File: src/hdl/edi_map.svh
// Register map, field positions, reset values and timing figures for the diagnostic block.
// Assumes a 25 MHz system clock and a byte-addressed AHB-Lite window.
`ifndef EDI_MAP_SVH
`define EDI_MAP_SVH
`define EDI_OFS_CTRL 8'h00
`define EDI_OFS_STAT 8'h04
`define EDI_CTRL_RST 32'h0000_0300
`define EDI_B_LLOOP 0
`define EDI_B_RLOOP 1
`define EDI_B_PATEN 2
`define EDI_B_PATSEL 3
`define EDI_B_ERRINS 5
`define EDI_B_UNFR 6
`define EDI_B_TOSEL 8
`define EDI_S_LOCK 0
`define EDI_S_BERR 1
`define EDI_S_OK 2
`define EDI_S_LACT 3
`define EDI_S_RACT 4
`define EDI_S_HOLD 5
`define EDI_CLK_NS 40
`define EDI_EIGHTH_NS 125000000
`define EDI_TO_M0 14'd5
`define EDI_TO_M1 14'd10
`define EDI_TO_M2 14'd15
`define EDI_TO_M3 14'd30
`define EDI_TO_M4 14'd45
`define EDI_TO_M5 14'd60
`define EDI_TO_M6 14'd90
`define EDI_TO_M7 14'd120
`define EDI_TO_M8 14'd180
`define EDI_SEC_PER_MIN 14'd60
`define EDI_SYNC_BITS 6'h20
`define EDI_LOSS_ERRS 6'h20
`define EDI_ZRUN 5'h0e
`define EDI_HOLD_TICKS 3'h4
`endif

File: src/hdl/edi_pkg.sv
// Types shared by the diagnostic and indicator block.
// Assumes nothing beyond the constants header.
package edi_pkg;
    typedef enum logic [1:0] {PAT511, PAT2047, PATQRSS} pat_e;
    typedef enum logic {HUNT, LOCKED} chk_e;
    typedef struct packed {
        logic [3:0] toSel;
        logic unframed;
        logic errIns;
        pat_e patSel;
        logic patEn;
        logic rLoop;
        logic lLoop;
    } ctrl_s;
    typedef struct packed {
        logic frameSyncLoss;
        logic sigLoss;
        logic txClkFail;
        logic ais;
        logic rai;
        logic oof;
        logic frmBitErr;
        logic excZeros;
        logic slip;
        logic sevErr;
    } cond_s;
    typedef struct packed {
        logic power;
        logic txAct;
        logic rxAct;
        logic syncFail;
        logic alarm;
        logic fault;
        logic testMode;
    } led_s;
endpackage

File: src/hdl/edi_diag_ind.sv
// Indicator drive, V.54 loopbacks and V.52 pattern generator/checker for an E1 NTU.
// Assumes serial bits, bit strobe, slot flag and line conditions come from framer logic
// on the same clock; only the DTE loop-request leads arrive asynchronously.
`timescale 1ns/1ns
`include "edi_map.svh"

module edi_diag_ind #(
    parameter int unsigned EIGHTH_CYC = `EDI_EIGHTH_NS / `EDI_CLK_NS
) (
    // Clock and reset
    input wire logic clock,
    input wire logic rst_b,
    // AHB-Lite slave
    input wire logic hsel,
    input wire logic [31:0] haddr,
    input wire logic [1:0] htrans,
    input wire logic hwrite,
    input wire logic [2:0] hsize,
    input wire logic [31:0] hwdata,
    input wire logic hready,
    output logic [31:0] hrdata,
    output logic hreadyout,
    output logic hresp,
    // Serial stream from and to the framer and DTE
    input wire logic bitStb,
    input wire logic slotActive,
    input wire logic dteTxBit,
    input wire logic lineRxBit,
    output logic lineTxBit,
    output logic dteRxBit,
    // Line conditions and DTE leads
    input wire edi_pkg::cond_s cond,
    input wire logic localLoopReqPin,
    input wire logic remoteLoopReqPin,
    // Indicators and loop command to the peer
    output edi_pkg::led_s leds,
    output logic remoteLoopCmd
);

    // ******************************
    // Time base
    // ******************************
    logic [23:0] eighthCnt_r;
    logic [2:0] phase_r;
    logic tick8;
    logic halfTick;
    logic secTick;
    assign tick8 = (eighthCnt_r == 24'(EIGHTH_CYC - 1));
    assign halfTick = tick8 && (phase_r[1:0] == 2'h3);
    assign secTick = tick8 && (phase_r == 3'h7);

    always_ff @(posedge clock or negedge rst_b)
    begin
        if (!rst_b)
        begin
            eighthCnt_r <= 24'h0;
            phase_r <= 3'h0;
        end
        else if (tick8)
        begin
            eighthCnt_r <= 24'h0;
            phase_r <= phase_r + 3'h1;
        end
        else
            eighthCnt_r <= eighthCnt_r + 24'h1;
    end

    // ******************************
    // Register file
    // ******************************
    edi_pkg::ctrl_s ctrlR;
    logic wrPend_r;
    logic [7:0] wrAddr_r;
    logic addrPh;
    logic [31:0] statWord;
    logic [31:0] ctrlWord;
    logic bitErr_r;
    logic loopHold_r;
    logic localAct;
    logic remoteAct;
    edi_pkg::chk_e chkState_r;
    assign addrPh = hsel && htrans[1] && hready;
    // Fields placed by the map, not by the struct's packing
    always_comb
    begin
        ctrlWord = 32'h0;
        ctrlWord[`EDI_B_LLOOP] = ctrlR.lLoop;
        ctrlWord[`EDI_B_RLOOP] = ctrlR.rLoop;
        ctrlWord[`EDI_B_PATEN] = ctrlR.patEn;
        ctrlWord[`EDI_B_PATSEL +: 2] = ctrlR.patSel;
        ctrlWord[`EDI_B_ERRINS] = ctrlR.errIns;
        ctrlWord[`EDI_B_UNFR] = ctrlR.unframed;
        ctrlWord[`EDI_B_TOSEL +: 4] = ctrlR.toSel;
        statWord = 32'h0;
        statWord[`EDI_S_LOCK] = (chkState_r == edi_pkg::LOCKED);
        statWord[`EDI_S_BERR] = bitErr_r;
        statWord[`EDI_S_OK] = (chkState_r == edi_pkg::LOCKED) && !bitErr_r;
        statWord[`EDI_S_LACT] = localAct;
        statWord[`EDI_S_RACT] = remoteAct;
        statWord[`EDI_S_HOLD] = loopHold_r;
    end

    always_ff @(posedge clock or negedge rst_b)
    begin
        if (!rst_b)
        begin
            wrPend_r <= 1'b0;
            wrAddr_r <= 8'h0;
            hrdata <= 32'h0;
            hreadyout <= 1'b0;
            hresp <= 1'b0;
        end
        else
        begin
            // Zero wait states; read data is staged in the address phase
            hreadyout <= 1'b1;
            hresp <= 1'b0;
            wrPend_r <= addrPh && hwrite;
            if (addrPh)
                wrAddr_r <= haddr[7:0];
            if (addrPh && !hwrite)
            begin
                if (haddr[7:0] == `EDI_OFS_CTRL)
                    hrdata <= ctrlWord;
                else if (haddr[7:0] == `EDI_OFS_STAT)
                    hrdata <= statWord;
                else
                    hrdata <= 32'h0;
            end
        end
    end

    always_ff @(posedge clock or negedge rst_b)
    begin
        if (!rst_b)
        begin
            ctrlR.lLoop <= 1'(`EDI_CTRL_RST >> `EDI_B_LLOOP);
            ctrlR.rLoop <= 1'(`EDI_CTRL_RST >> `EDI_B_RLOOP);
            ctrlR.patEn <= 1'(`EDI_CTRL_RST >> `EDI_B_PATEN);
            ctrlR.patSel <= edi_pkg::pat_e'(2'(`EDI_CTRL_RST >> `EDI_B_PATSEL));
            ctrlR.errIns <= 1'(`EDI_CTRL_RST >> `EDI_B_ERRINS);
            ctrlR.unframed <= 1'(`EDI_CTRL_RST >> `EDI_B_UNFR);
            ctrlR.toSel <= 4'(`EDI_CTRL_RST >> `EDI_B_TOSEL);
        end
        else if (wrPend_r && wrAddr_r == `EDI_OFS_CTRL)
        begin
            ctrlR.lLoop <= hwdata[`EDI_B_LLOOP];
            ctrlR.rLoop <= hwdata[`EDI_B_RLOOP];
            ctrlR.patEn <= hwdata[`EDI_B_PATEN];
            ctrlR.patSel <= edi_pkg::pat_e'(hwdata[`EDI_B_PATSEL +: 2]);
            ctrlR.errIns <= hwdata[`EDI_B_ERRINS];
            ctrlR.unframed <= hwdata[`EDI_B_UNFR];
            ctrlR.toSel <= hwdata[`EDI_B_TOSEL +: 4];
        end
    end

    // ******************************
    // Loop control and timeout
    // ******************************
    logic [1:0] llSync_r;
    logic [1:0] rlSync_r;
    logic [13:0] secCnt_r;
    logic [13:0] toLimit;
    logic toExpire;
    logic llReq;
    logic rlReq;

    always_ff @(posedge clock or negedge rst_b)
    begin
        if (!rst_b)
        begin
            llSync_r <= 2'h0;
            rlSync_r <= 2'h0;
        end
        else
        begin
            llSync_r <= {llSync_r[0], localLoopReqPin};
            rlSync_r <= {rlSync_r[0], remoteLoopReqPin};
        end
    end

    assign llReq = ctrlR.lLoop || llSync_r[1];
    assign rlReq = ctrlR.rLoop || rlSync_r[1];
    // Local loop wins if both are asked for; the echo path cannot serve both
    assign localAct = llReq && !loopHold_r;
    assign remoteAct = rlReq && !loopHold_r && !localAct;

    always_comb
    begin
        case (ctrlR.toSel)
            4'h0: toLimit = `EDI_TO_M0 * `EDI_SEC_PER_MIN;
            4'h1: toLimit = `EDI_TO_M1 * `EDI_SEC_PER_MIN;
            4'h2: toLimit = `EDI_TO_M2 * `EDI_SEC_PER_MIN;
            4'h3: toLimit = `EDI_TO_M3 * `EDI_SEC_PER_MIN;
            4'h4: toLimit = `EDI_TO_M4 * `EDI_SEC_PER_MIN;
            4'h5: toLimit = `EDI_TO_M5 * `EDI_SEC_PER_MIN;
            4'h6: toLimit = `EDI_TO_M6 * `EDI_SEC_PER_MIN;
            4'h7: toLimit = `EDI_TO_M7 * `EDI_SEC_PER_MIN;
            4'h8: toLimit = `EDI_TO_M8 * `EDI_SEC_PER_MIN;
            default: toLimit = 14'h0;
        endcase
    end
    assign toExpire = (toLimit != 14'h0) && (localAct || remoteAct) && (secCnt_r >= toLimit);

    always_ff @(posedge clock or negedge rst_b)
    begin
        if (!rst_b)
        begin
            secCnt_r <= 14'h0;
            loopHold_r <= 1'b0;
        end
        else
        begin
            if (!(localAct || remoteAct))
                secCnt_r <= 14'h0;
            else if (secTick && secCnt_r != 14'h3fff)
                secCnt_r <= secCnt_r + 14'h1;
            // Hold off until every request is withdrawn, so a stuck lead cannot re-enter
            if (toExpire)
                loopHold_r <= 1'b1;
            else if (!llReq && !rlReq)
                loopHold_r <= 1'b0;
        end
    end

    // ******************************
    // Pattern generator
    // ******************************
    logic [19:0] gen_r;
    logic [4:0] genZ_r;
    logic genFb;
    logic genBit;
    logic insPend_r;
    logic txPat;
    logic txNow;

    function automatic logic tapFb(input edi_pkg::pat_e sel, input logic [19:0] s);
        case (sel)
            edi_pkg::PAT511: tapFb = s[8] ^ s[4];
            edi_pkg::PAT2047: tapFb = s[10] ^ s[8];
            default: tapFb = s[19] ^ s[16];
        endcase
    endfunction

    assign genFb = tapFb(ctrlR.patSel, gen_r);
    // Long zero runs are forced to one for the 2^20 sequence only
    assign genBit = (ctrlR.patSel == edi_pkg::PATQRSS && genZ_r >= `EDI_ZRUN) ? 1'b1 : genFb;
    assign txPat = genBit ^ insPend_r;
    assign txNow = (ctrlR.patEn && slotActive) ? txPat : dteTxBit;

    always_ff @(posedge clock or negedge rst_b)
    begin
        if (!rst_b)
        begin
            gen_r <= 20'hfffff;
            genZ_r <= 5'h0;
        end
        else if (bitStb && slotActive)
        begin
            gen_r <= {gen_r[18:0], genFb};
            genZ_r <= genFb ? 5'h0 : ((genZ_r == 5'h1f) ? genZ_r : genZ_r + 5'h1);
        end
    end

    // One corrupted bit per second; a new second wins over consumption
    always_ff @(posedge clock or negedge rst_b)
    begin
        if (!rst_b)
            insPend_r <= 1'b0;
        else if (secTick && ctrlR.errIns && ctrlR.patEn)
            insPend_r <= 1'b1;
        else if (bitStb && slotActive)
            insPend_r <= 1'b0;
    end

    always_ff @(posedge clock or negedge rst_b)
    begin
        if (!rst_b)
        begin
            lineTxBit <= 1'b0;
            dteRxBit <= 1'b0;
        end
        else if (bitStb)
        begin
            lineTxBit <= txNow;
            dteRxBit <= localAct ? dteTxBit : lineRxBit;
        end
    end

    // ******************************
    // Pattern checker
    // ******************************
    logic [19:0] chk_r;
    logic [4:0] chkZ_r;
    logic chkIn;
    logic chkSupp;
    logic chkFeed;
    logic mism;
    logic chkStep;
    logic [5:0] runCnt_r;
    logic [7:0] winCnt_r;
    logic [2:0] errHold_r;
    logic hitErr;

    // In local loop the pattern is looped inside the unit
    assign chkIn = localAct ? txPat : lineRxBit;
    assign chkStep = ctrlR.patEn && bitStb && slotActive;
    assign chkSupp = (ctrlR.patSel == edi_pkg::PATQRSS) && (chkZ_r >= `EDI_ZRUN);
    // Forced ones stay out of the register, so it keeps mirroring the generator
    assign chkFeed = chkSupp ? tapFb(ctrlR.patSel, chk_r) : chkIn;
    assign mism = (tapFb(ctrlR.patSel, chk_r) != chkIn) && !chkSupp;
    assign hitErr = chkStep && chkState_r == edi_pkg::LOCKED && mism;

    always_ff @(posedge clock or negedge rst_b)
    begin
        if (!rst_b)
        begin
            chk_r <= 20'h0;
            chkZ_r <= 5'h0;
        end
        else if (chkStep)
        begin
            chk_r <= {chk_r[18:0], chkFeed};
            chkZ_r <= chkFeed ? 5'h0 : ((chkZ_r == 5'h1f) ? chkZ_r : chkZ_r + 5'h1);
        end
    end

    always_ff @(posedge clock or negedge rst_b)
    begin
        if (!rst_b)
        begin
            chkState_r <= edi_pkg::HUNT;
            runCnt_r <= 6'h0;
            winCnt_r <= 8'h0;
        end
        else if (!ctrlR.patEn)
        begin
            chkState_r <= edi_pkg::HUNT;
            runCnt_r <= 6'h0;
        end
        else if (chkStep)
        begin
            case (chkState_r)
                edi_pkg::HUNT:
                begin
                    runCnt_r <= mism ? 6'h0 : runCnt_r + 6'h1;
                    if (!mism && runCnt_r == `EDI_SYNC_BITS - 6'h1)
                    begin
                        chkState_r <= edi_pkg::LOCKED;
                        runCnt_r <= 6'h0;
                        winCnt_r <= 8'h0;
                    end
                end
                edi_pkg::LOCKED:
                begin
                    winCnt_r <= winCnt_r + 8'h1;
                    if (winCnt_r == 8'hff)
                        runCnt_r <= 6'h0;
                    else if (mism)
                        runCnt_r <= runCnt_r + 6'h1;
                    if (mism && runCnt_r == `EDI_LOSS_ERRS - 6'h1)
                    begin
                        chkState_r <= edi_pkg::HUNT;
                        runCnt_r <= 6'h0;
                    end
                end
                default: chkState_r <= edi_pkg::HUNT;
            endcase
        end
    end

    // Error result is sticky; a new error wins over a write-one clear
    always_ff @(posedge clock or negedge rst_b)
    begin
        if (!rst_b)
            bitErr_r <= 1'b0;
        else if (hitErr)
            bitErr_r <= 1'b1;
        else if (wrPend_r && wrAddr_r == `EDI_OFS_STAT && hwdata[`EDI_S_BERR])
            bitErr_r <= 1'b0;
    end

    always_ff @(posedge clock or negedge rst_b)
    begin
        if (!rst_b)
            errHold_r <= 3'h0;
        else if (hitErr)
            errHold_r <= `EDI_HOLD_TICKS;
        else if (tick8 && errHold_r != 3'h0)
            errHold_r <= errHold_r - 3'h1;
    end

    // ******************************
    // Indicators
    // ******************************
    logic alarmAct;
    logic condErr;
    assign alarmAct = cond.ais || cond.rai || cond.oof || cond.frameSyncLoss;
    assign condErr = cond.frmBitErr || cond.excZeros || cond.slip || cond.sevErr;

    always_ff @(posedge clock or negedge rst_b)
    begin
        if (!rst_b)
        begin
            leds <= '0;
            remoteLoopCmd <= 1'b0;
        end
        else
        begin
            leds.power <= 1'b1;
            leds.txAct <= bitStb ? (slotActive && txNow) : (leds.txAct && slotActive);
            leds.rxAct <= bitStb ? (slotActive && lineRxBit) : (leds.rxAct && slotActive);
            leds.syncFail <= ctrlR.unframed ? cond.txClkFail : (cond.frameSyncLoss || cond.sigLoss);
            if (!alarmAct)
                leds.alarm <= 1'b0;
            else if (halfTick)
                leds.alarm <= !leds.alarm;
            leds.fault <= condErr || (errHold_r != 3'h0)
                || (ctrlR.patEn && chkState_r == edi_pkg::HUNT);
            // First second of a remote loop is the command phase to the peer
            if (ctrlR.patEn || (remoteAct && secCnt_r == 14'h0))
                leds.testMode <= 1'b1;
            else if (remoteAct)
                leds.testMode <= (phase_r != 3'h0);
            else if (localAct)
                leds.testMode <= (phase_r == 3'h0);
            else
                leds.testMode <= 1'b0;
            remoteLoopCmd <= remoteAct;
        end
    end
endmodule // edi_diag_ind

File: config.mk
export PLATFORM = sky130hd
export DESIGN_NAME = edi_diag_ind
export DESIGN_NICKNAME = d
export VERILOG_FILES = /design/src/hdl/edi_pkg.sv /design/src/hdl/edi_diag_ind.sv
export VERILOG_INCLUDE_DIRS = /design/src /design/src/hdl
export SDC_FILE = /design/constraint.sdc
export NUM_CORES = 1
export LEC_CHECK = 0
export BUFFER_PORTS_ARGS = -buffer_cell sky130_fd_sc_hd__clkbuf_2
export CAP_MARGIN = 20
export CORE_MARGIN = 1
export CORE_UTILIZATION = 58
export CTS_BUF_LIST = sky130_fd_sc_hd__clkbuf_8
export DETAILED_ROUTE_END_ITERATION = 12
export PLACE_DENSITY = 0.82
export SLEW_MARGIN = 20
export SYNTH_ARGS = -nofsm -noshare
export SYNTH_HDL_FRONTEND = slang
export SYNTH_SLANG_ARGS = --single-unit
File: constraint.sdc
create_clock -name clock -period 6.9 [get_ports clock]
set_input_delay 0 -clock clock [delete_from_list [all_inputs] [get_ports clock]]
set_output_delay 0 -clock clock [all_outputs]
set_load 0.01 [all_outputs]
Word-level counts from Yosys, hierarchy flattened
Memory sizes are Yosys's and may differ from the RTL's. Cells that the tools add are included.

Register bits after elaboration: 178. Memory bits (read-only): 192. Input port bits: 90. Output and inout bits: 44. Logic and storage cells: 198. Memories: 1.

Memory list: (no name shown) (depth 16, bits a word 12, rd ports 1, clocked after Yosys merged registers in 0, wr ports 0, RTL line edi_diag_ind.sv:190) `case (ctrlR.toSel)`.

$add $sub $neg: 8. $lt $le $gt $ge: 3. Equality and inequality tests: 20. Muxes and demuxes: 47. Bitwise gates (word level): 8. Reductions and logical operators: 75.

Operator list (number): $mux W6 (8); $logic_and A1 B1 Y1 (37); $mux W32 (1); $mux W14 (2); $add A24 B1 Y24 const B (1); $eq A24 B22 Y1 const B (1); $mux W24 (1); $mux W1 (23); $mux W5 (4); $eq A8 B3 Y1 const B (2); $logic_not A8 Y1 (2); $pmux W8 S2 (1); $add A14 B1 Y14 const B (1); $ge A14 B14 Y1 (1); $logic_not A14 Y1 (1); $ne A14 B14 Y1 const B (1); $reduce_bool A14 Y1 (1); $logic_or A1 B1 Y1 (13); $pmux W6 S2 (1); $add A5 B1 Y5 const B (2); $eq A5 B5 Y1 const B (2); $ge A5 B4 Y1 const B (2); $logic_not A1 Y1 (9); $add A8 B1 Y8 const B (1); 23 further kinds (43).

Logic depth before layout (Yosys ltp)
Gate-level depths: netlist (run 1).

Word-level depth: 13. Gate-level depth with buffers: 14. Depth with buffers taken out: 14.

Worst setup path before layout (run 1)
OpenSTA, ideal clock, no wires.

Path kind: register to register. Start: register ctrlR[7] (netlist bit). End: register loopHold_r. Setup time: 130 ps. Data arrival time: 2462 ps. Required time: 6770 ps. Path slack: 4308 ps. Cell stages (with the launch flop): 15. Path buffers: 0. Clock period less this slack: 2592 ps. Cells stage by stage: dfstp_2 -> inv_1 -> ha_1 -> nand2_1 -> o21a_1 -> nor2_1 -> ha_1 -> a21bo_2 -> a21o_1 -> a21o_1 -> a21o_1 -> a21oi_1 -> o211ai_1 -> a21oi_1 -> nor2_1.

Word-level cells in the longest chain between the ends: 5. Elaborated cells between the ends (all ways): 7. Those cells by class: 1 x order compare; 1 x mux; 4 x reduce/logical; 1 x memory.

Ends and longest elaborated chain: from (decl) (RTL line edi_diag_ind.sv:71) `edi_pkg::ctrl_s ctrlR;`; $mem_v2 Z16 W12 (*); parallel branches: the longest is 2 deep, another holds $ge A14 B14 Y1; $logic_and A1 B1 Y1 (*) (RTL line edi_diag_ind.sv:203) `assign toExpire = (toLimit != 14'h0) && (localAct || remoteAct) && (secCnt_r >= toLimit);`; $mux W1 or $reduce_bool A2 Y1 (tied branches); to (signal assigned) (RTL line edi_diag_ind.sv:210) `loopHold_r <= 1'b0;`; to (signal assigned) (RTL line edi_diag_ind.sv:220) `loopHold_r <= 1'b1;`; to (signal assigned) (RTL line edi_diag_ind.sv:222) `loopHold_r <= 1'b0;`; to (decl) (RTL line edi_diag_ind.sv:78) `logic loopHold_r;`.

Mark *: on every way between the ends. A chain may end at the register's enable or synchronous reset.

Worst setup path after layout (run 1)
Start: register ctrlR[3] (netlist bit). End: register runCnt_r[5].

Word-level cells in the longest chain between the ends: 13. Elaborated cells between the ends (all ways): 24. Those cells by class: 4 x eq/ne; 10 x mux; 1 x bitwise; 9 x reduce/logical.

Ends and longest elaborated chain: $eq A2 B1 Y1, or another cell as far along (RTL line edi_diag_ind.sv:238) `case (sel)`; $pmux W1 S2 or $logic_and A1 B1 Y1 (tied branches); $mux W1 (RTL line edi_diag_ind.sv:247) `` assign genBit = (ctrlR.patSel == edi_pkg::PATQRSS && genZ_r >= `EDI_ZRUN) ? 1'b1 : genFb; ``; $xor A1 B1 Y1 (RTL line edi_diag_ind.sv:248) `assign txPat = genBit ^ insPend_r;`; $mux W1 (RTL line edi_diag_ind.sv:306) `assign chkIn = localAct ? txPat : lineRxBit;`; $ne A1 B1 Y1 (RTL line edi_diag_ind.sv:311) `assign mism = (tapFb(ctrlR.patSel, chk_r) != chkIn) && !chkSupp;`; $logic_and A1 B1 Y1 (*) (RTL line edi_diag_ind.sv:311); $logic_not A1 Y1 (RTL line edi_diag_ind.sv:347) `` if (!mism && runCnt_r == `EDI_SYNC_BITS - 6'h1) ``; $logic_and A1 B1 Y1 (RTL line edi_diag_ind.sv:347); $mux W6 (RTL line edi_diag_ind.sv:347); $pmux W6 S2 (RTL line edi_diag_ind.sv:343) `case (chkState_r)`; $mux W6 (RTL line edi_diag_ind.sv:341) `else if (chkStep)`; $mux W6 (RTL line edi_diag_ind.sv:336) `else if (!ctrlR.patEn)`; to (signal assigned) (RTL line edi_diag_ind.sv:346) `runCnt_r <= mism ? 6'h0 : runCnt_r + 6'h1;`; to (signal assigned) (RTL line edi_diag_ind.sv:360) `runCnt_r <= runCnt_r + 6'h1;`; to (decl) (RTL line edi_diag_ind.sv:300) `logic [5:0] runCnt_r;`.

Mark *: on every way between the ends. The rest lies on a longest branch, timed or not. The select of a mux whose other input is x is not followed.

==> flow_metrics.env, run 1 <==
export IMPL_outcome="finished, final reports clean"
export IMPL_die_height_um=119.2
export IMPL_clockBufferDepth=2
export IMPL_cts_tree="yes"
export IMPL_wl_per_cell_um=14.88
export IMPL_stdcell_area_mm2=0.009084
export IMPL_firstDrtPassIters=5
export IMPL_fin_skew_ns=0.01145
export IMPL_critical_path_cell_chain="mux2i_1 -> xor2_1 -> o21a_1 -> mux2i_1 -> a21oi_1 -> nor4_1 -> or2_1 -> o2bb2ai_1"
export IMPL_grt_max_degree=87
export IMPL_combPwrFrac=0.162
export IMPL_start_util=0.5989
export IMPL_yosys_warnings=0
export IMPL_setup_viol=0
export IMPL_synthMuxAreaShare=0.06584
export IMPL_synth_xor_area_frac=0.04400
export IMPL_chipWidth_um=119.2
export IMPL_cts_made_buffers=17
export IMPL_post_cts_buffers=0
export IMPL_area_delta_synth_final_pct=14.08
export IMPL_yosysSeqAreaShare=0.4969
export IMPL_htree_levels=4
export IMPL_required_ns=7.28
export IMPL_synth_seq_cells=157
export IMPL_grt_setup_unrepaired="no"
export IMPL_drt_iter0_markers=498
export IMPL_worst_pin_slew_ns=1.045
export IMPL_cellPowerDensity_mw_per_mm2=236.1
export IMPL_leakage_nw=4.347
export IMPL_drc=0
export IMPL_clock_sinks=157
export IMPL_cpMaxStageDelayCell="nor4_1"
export IMPL_critPathMostFrequentCell="mux2i_1"
export IMPL_place_area_mm2=0.008327
export IMPL_routed_wl_um=16060
export IMPL_antenna_cells=0
export IMPL_synthArstFlopShare=1.000
export IMPL_synth_edf_count=0
export IMPL_ios=134
export IMPL_syn_area_mm2=0.007963
export IMPL_max_slew_margin=0.3007
export IMPL_cts_root_buf="clkbuf_8"
export IMPL_worst_path_buf_inv=0
export IMPL_nets=1015
export IMPL_worst_setup_path_type="register to register"
export IMPL_grt_first_pass_wirelength_um=27270
export IMPL_ys_flop_type="dfrtp_1"
export IMPL_hold_viol=0
export IMPL_synth_cell_types=60
export IMPL_final_common_cell="dfrtp_1"
export IMPL_p_int_w=0.001545
export IMPL_synth_top_family_by_area="simple AND/OR/NAND/NOR gates"
export IMPL_die_area_mm2=0.01420
export IMPL_yosys_area_share_simple=0.1873
export IMPL_finalCritPeriodShare=0.4336
export IMPL_place_congestion=0.8185
export IMPL_seqPwrFrac=0.526
export IMPL_crit_family="simple AND/OR/NAND/NOR gates"
export IMPL_num_vias=5987
export IMPL_detailed_place_hpwl_um=10630
export IMPL_overflow=0
export IMPL_switching_share=0.2795
export IMPL_max_cap_violations=0
export IMPL_switching_power_w=0.0005994
export IMPL_hold_class="primary input to register"
export IMPL_antenna_left=0
export IMPL_min_period_ns=2.992
export IMPL_drv_slew=0
export IMPL_synth_compound_area_frac=0.1025
export IMPL_clock_fmax_mhz=334.3
export IMPL_worst_path_max_fanout=6
export IMPL_ir_worst_vdd_v=0.0001308
export IMPL_clkLatencyLatePin_ns=0.46
export IMPL_syn_inst=796
export IMPL_synth_fa_ha_area_frac=0.05500
export IMPL_drive_gt1_frac=0.1805
export IMPL_cpPeakStageDelay_ns=0.64
export IMPL_worst_setup_path_end_kind="register"
export IMPL_clk_pin_slew_ns=0.09
export IMPL_rows=42
export IMPL_port_buffers=62
export IMPL_crit_arrival_ns=3.37
export IMPL_antenna_found_initial=0
export IMPL_grt_pass1_vias=5875
export IMPL_p_clk_frac=0.312
export IMPL_cp_start_kind="register"
export IMPL_vias_per_cell=5.549
export IMPL_core_area_mm2=0.01330
export IMPL_syn_avg_cell_area_um2=10.00
export IMPL_mostFrequentLayoutCells="135 x dfrtp_1, 126 x nand2_1, 65 x nor2_1, 61 x clkbuf_2, 41 x o21ai_0"
export IMPL_grt_usage=0.2411
export IMPL_tns_ns=0
==> through the flow <==
stage	worst slack [ns]	total power, W	utilization	cells	hold slack (ns)
after detailed placement	3.773	0.001472	0.6263	1010	0.1118
after floorplan	4.308	0.001368	-	817	-0.2956
after global placement	3.840	0.001456	0.6263	1010	0.1076
after CTS	3.765	0.002158	0.6824	1078	0.04418
after global routing	3.783	0.002252	0.6832	1079	0.1027
final	3.908	0.002145	0.6832	1079	0.08151
==> cell type report <==
class | count | area [um2]
fillers | 961 | 4212
flip-flops and latches | 157 | 3956
multi-input cells | 582 | 3706
repair buffers | 100 | 695.7
clock buffers | 19 | 261.5
well taps | 176 | 220.2
clock inverters | 13 | 123.9
inverters | 32 | 120.1
==> cells in the mapped netlist (6+ instances only) <==
library cell	n	area share
nor3_1	14	0.0088
clkbuf_1	21	0.0099
xnor2_1	20	0.022
mux2_2	35	0.049
nor4_1	10	0.0079
nand3_1	25	0.016
o21ai_0	41	0.026
nor2b_1	11	0.0086
inv_1	32	0.015
a22o_1	8	0.0088
or3_1	7	0.0055
dfrtp_1	135	0.42
ha_1	35	0.055
xor2_1	20	0.022
mux2i_1	13	0.016
dfstp_2	22	0.073
nand4_1	14	0.011
nor2_1	65	0.031
o2bb2ai_1	8	0.0088
and3_1	11	0.0086
and2_1	6	0.0047
buf_4	23	0.022
nand2_1	126	0.059
a21oi_1	25	0.016
==> worst paths after layout <==
check,start,to,slack [ns],cells past startpoint
max,ctrlR[3],runCnt_r[5],3.91,8
min,htrans[1],wrPend_r,0.08,3
max reg2reg,ctrlR[3],runCnt_r[5],3.91,8
min reg2reg,rlSync_r[0],rlSync_r[1],0.36,0
max in group asynchronous,rst_b,ctrlR[9],5.36,3
min in group asynchronous,rst_b,secCnt_r[9],0.17,2
==> kinds of logic (layout without fill, tap and decap cells) <==
group	Yosys count	count (layout)
xor+xnor	40	40
compound gates	123	123
fa+ha+maj	35	35
flops	157	157
mux	48	48
other cells	2	23
buf+inv	78	164
simple gates	313	313
==> power by group through the flow <==
| stage | registers [W] | clock network (W) | logic, W |
|---|---|---|---|
| after CTS | 0.00113 | 0.000685 | 0.000347 |
| after global routing | 0.00114 | 0.000721 | 0.000389 |
| final | 0.00113 | 0.000670 | 0.000347 |
| after floorplan | 0.00112 | 0 | 0.000247 |
| after detailed placement | 0.00114 | 0 | 0.000328 |
| after global placement | 0.00114 | 0 | 0.000317 |
==> layer usage <==
layer | share of wire | GRT usage | wire length, um
met1 | 0.46 | 0.3050 | 7339
met2 | 0.49 | 0.4106 | 7838
met3 | 0.034 | 0.04358 | 548
met4 | 0.020 | 0.09256 | 329
met5 | 0 | 0 | 0
==> registers in the layout (all words and copies together) (netlist names), 7 cells and up <==
name	cells
chk_r	20
ctrlR	11
eighthCnt_r	24
gen_r	20
hrdata	11
leds	7
secCnt_r	14
winCnt_r	8
wrAddr_r	8
==> worst reg2reg max path, cell delays in order (launching register included) <==
cell,delay [ns]
dfrtp_1,0.54
mux2i_1,0.26
xor2_1,0.29
o21a_1,0.32
mux2i_1,0.32
a21oi_1,0.18
nor4_1,0.64
or2_1,0.24
o2bb2ai_1,0.13
==> repair_timing <==
action	CTS	global route
resized for setup	0	0
hold endpoints to repair	98	0
hold buffers	36	0
No activity file was read; power rests on OpenSTA's default activity.
==> run 2, diff against run 1 <==
clock period = 2.8 ns   (was 6.9 ns; I/O delays follow)
==> run 2 against run 1 <==
- routed wire length grew 7.9%
- highest routed layer unchanged
- clock power grew to 2.9 times the previous value
- setup slack worse by 3.8 ns
- sequential power grew 150%
- die area stayed put
- first-iteration DRC count decreased by 4.4%
- critical endpoint is now runCnt_r[3]
- fmax up 11%
- via count is 3.2% higher
- sequential share of layout area shrank 1.2 points
- combinational power grew to 2.8 times the previous value
- non-clock buffer count grew 16
- sequential cell count did not move
==> flow_metrics.env, run 2 (same netlist as run 1, synthesis figures left out) <==
export IMPL_switching_power_w=0.001495
export IMPL_hold_class="primary input to register"
export IMPL_wl_per_cell_um=15.83
export IMPL_place_congestion=0.8683
export IMPL_p_int_w=0.004152
export IMPL_drt_iter0_markers=476
export IMPL_grt_first_pass_wirelength_um=28540
export IMPL_drive_gt1_frac=0.2013
export IMPL_overflow=0
export IMPL_clkLatencyLatePin_ns=0.46
export IMPL_routed_wl_um=17330
export IMPL_max_cap_violations=0
export IMPL_chipWidth_um=119.2
export IMPL_num_vias=6176
export IMPL_firstDrtPassIters=4
export IMPL_required_ns=3.15
export IMPL_p_clk_frac=0.337
export IMPL_vias_per_cell=5.640
export IMPL_combPwrFrac=0.170
export IMPL_switching_share=0.2647
export IMPL_hold_path_depth=3
export IMPL_cts_made_buffers=17
export IMPL_r2r_start="genZ_r[0]"
export IMPL_ios=134
export IMPL_grt_setup_unrepaired="yes"
export IMPL_leakage_nw=4.467
export IMPL_drc=0
export IMPL_core_area_mm2=0.01330
export IMPL_cp_num_cells=11
export IMPL_rows=42
export IMPL_top_regs="eighthCnt_r (24), chk_r (20), gen_r (20)"
export IMPL_finalCritPeriodShare=0.9613
export IMPL_clock_sinks=157
export IMPL_min_delay_start="htrans[1]"
export IMPL_antenna_found_initial=0
export IMPL_die_height_um=119.2
export IMPL_clock_fmax_mhz=371.5
export IMPL_cellPowerDensity_mw_per_mm2=604.5
export IMPL_grt_pass1_vias=6019
export IMPL_area_delta_synth_final_pct=17.32
export IMPL_worst_setup_path_end_kind="register"
export IMPL_setup_viol=0
export IMPL_multi_input_area_mm2=0.003766
export IMPL_hold_viol=0
export IMPL_detailed_place_hpwl_um=11210
export IMPL_worst_pin_slew_ns=0.6245
export IMPL_crit_family="compound AO/OA/AOI/OAI gates"
export IMPL_htree_levels=4
export IMPL_place_area_mm2=0.008452
export IMPL_drv_slew=0
export IMPL_worst_path_max_fanout=4
export IMPL_port_buffers=62
export IMPL_dpl_worst_slack_ns=0.07697
export IMPL_fin_skew_ns=0.01389
export IMPL_min_period_ns=2.692
export IMPL_nets=1031
export IMPL_cts_root_buf="clkbuf_8"
export IMPL_die_area_mm2=0.01420
export IMPL_grt_max_degree=68
export IMPL_setup_ws_ns=0.1082
export IMPL_crit_arrival_ns=3.05
export IMPL_stdcell_area_mm2=0.009341
export IMPL_critical_path_cell_chain="inv_1 -> ha_1 -> o211a_1 -> o21ai_2 -> o211ai_1 -> xor2_2 -> a2111oi_4 -> buf_4 -> nor4_4 -> or2_1 -> a211o_1"
export IMPL_worst_setup_path_type="register to register"
export IMPL_cts_tree="yes"
export IMPL_cpPeakStageDelay_ns=0.40
export IMPL_antenna_left=0
export IMPL_regArea_mm2=0.003956
export IMPL_cpMaxStageDelayCell="dfrtp_1"
export IMPL_worst_path_buf_inv=2
export IMPL_cp_startpoint="genZ_r[0]"
export IMPL_rr_worst_depth=11
export IMPL_grt_usage=0.2550
export IMPL_top_register="eighthCnt_r"
export IMPL_final_common_cell="dfrtp_1"
export IMPL_clockBufferDepth=2
export IMPL_cp_start_kind="register"
export IMPL_clk_pin_slew_ns=0.08
export IMPL_max_slew_margin=0.5804
export IMPL_holdWs_ns=0.06542
export IMPL_outcome="finished, final reports clean"
export IMPL_seqPwrFrac=0.492
export IMPL_ir_worst_vdd_v=0.0004121
export IMPL_mostFrequentLayoutCells="135 x dfrtp_1, 126 x nand2_1, 65 x nor2_1, 61 x clkbuf_2, 40 x o21ai_0"
export IMPL_tns_ns=0
export IMPL_largest_register_ffs=24
export IMPL_antenna_cells=0
export IMPL_start_util=0.5989
export IMPL_n_fill_cell=942
## run 2: cell count changes in the layout (fill, tap and decap cells not counted), moves of 2 or more
cell       delta
buf_4        +16
inv_4         -2
bufinv_16     +3
inv_2         +2
## run 2: layer usage
metal / share of wire / track usage
met1: 0.43 / 0.3267
met2: 0.50 / 0.4222
met3: 0.045 / 0.04502
met4: 0.022 / 0.1163
met5: 0 / 0
## run 2: worst reg2reg max path, delay by kind of cell (launching register included)
kind                     cells  cell delay, ns
buffers and inverters        2            0.26
adder cells (fa/ha/maj)      1            0.19
AO/OA/AOI/OAI                5            1.19
AND/OR/NAND/NOR              2            0.35
XOR/XNOR                     1            0.21
flip-flops                   1            0.40
## run 2: per-stage QoR
| step | cells | util | total power (W) |
|---|---|---|---|
| 2_1_floorplan | 817 | - | 0.003371 |
| 3_3_place_gp | 1025 | 0.6357 | 0.003628 |
| 3_5_place_dp | 1025 | 0.6357 | 0.003667 |
| 4_1_cts | 1093 | 0.6970 | 0.005619 |
| 5_1_grt | 1095 | 0.7026 | 0.005923 |
| 6_report | 1095 | 0.7026 | 0.005647 |
## run 2: what timing repair did
action | in CTS | in global routing
resized for setup | 0 | 12
endpoints found under the setup margin | 0 | 18
hold buffers | 36 | 0
hold endpoints to repair | 104 | 0
setup buffers | 0 | 2
## run 2: final cells by class
type | instances | share of cell area
timing repair buffer | 116 | 0.08827
multi-input combinational | 582 | 0.4032
tap | 176 | 0.02357
sequential | 157 | 0.4235
clock inverter | 12 | 0.01915
inverter | 32 | 0.01286
clock buffer | 20 | 0.02947
## run 2: worst paths after layout
kind | slack, ns | end
min reg2reg | 0.36 | rlSync_r[1]
max reg2reg | 0.11 | runCnt_r[3]
max | 0.11 | runCnt_r[3]
max in group asynchronous | 1.96 | leds[3]
min in group asynchronous | 0.08 | eighthCnt_r[7]
min | 0.07 | wrPend_r
## run 2: power groups by stage
stage	logic [W]	registers, W	clock network, W
6_report	0.000962	0.00278	0.00191
3_5_place_dp	0.000854	0.00281	0
4_1_cts	0.000907	0.00277	0.00194
2_1_floorplan	0.000608	0.00276	0
5_1_grt	0.00107	0.00282	0.00204
3_3_place_gp	0.000827	0.00280	0
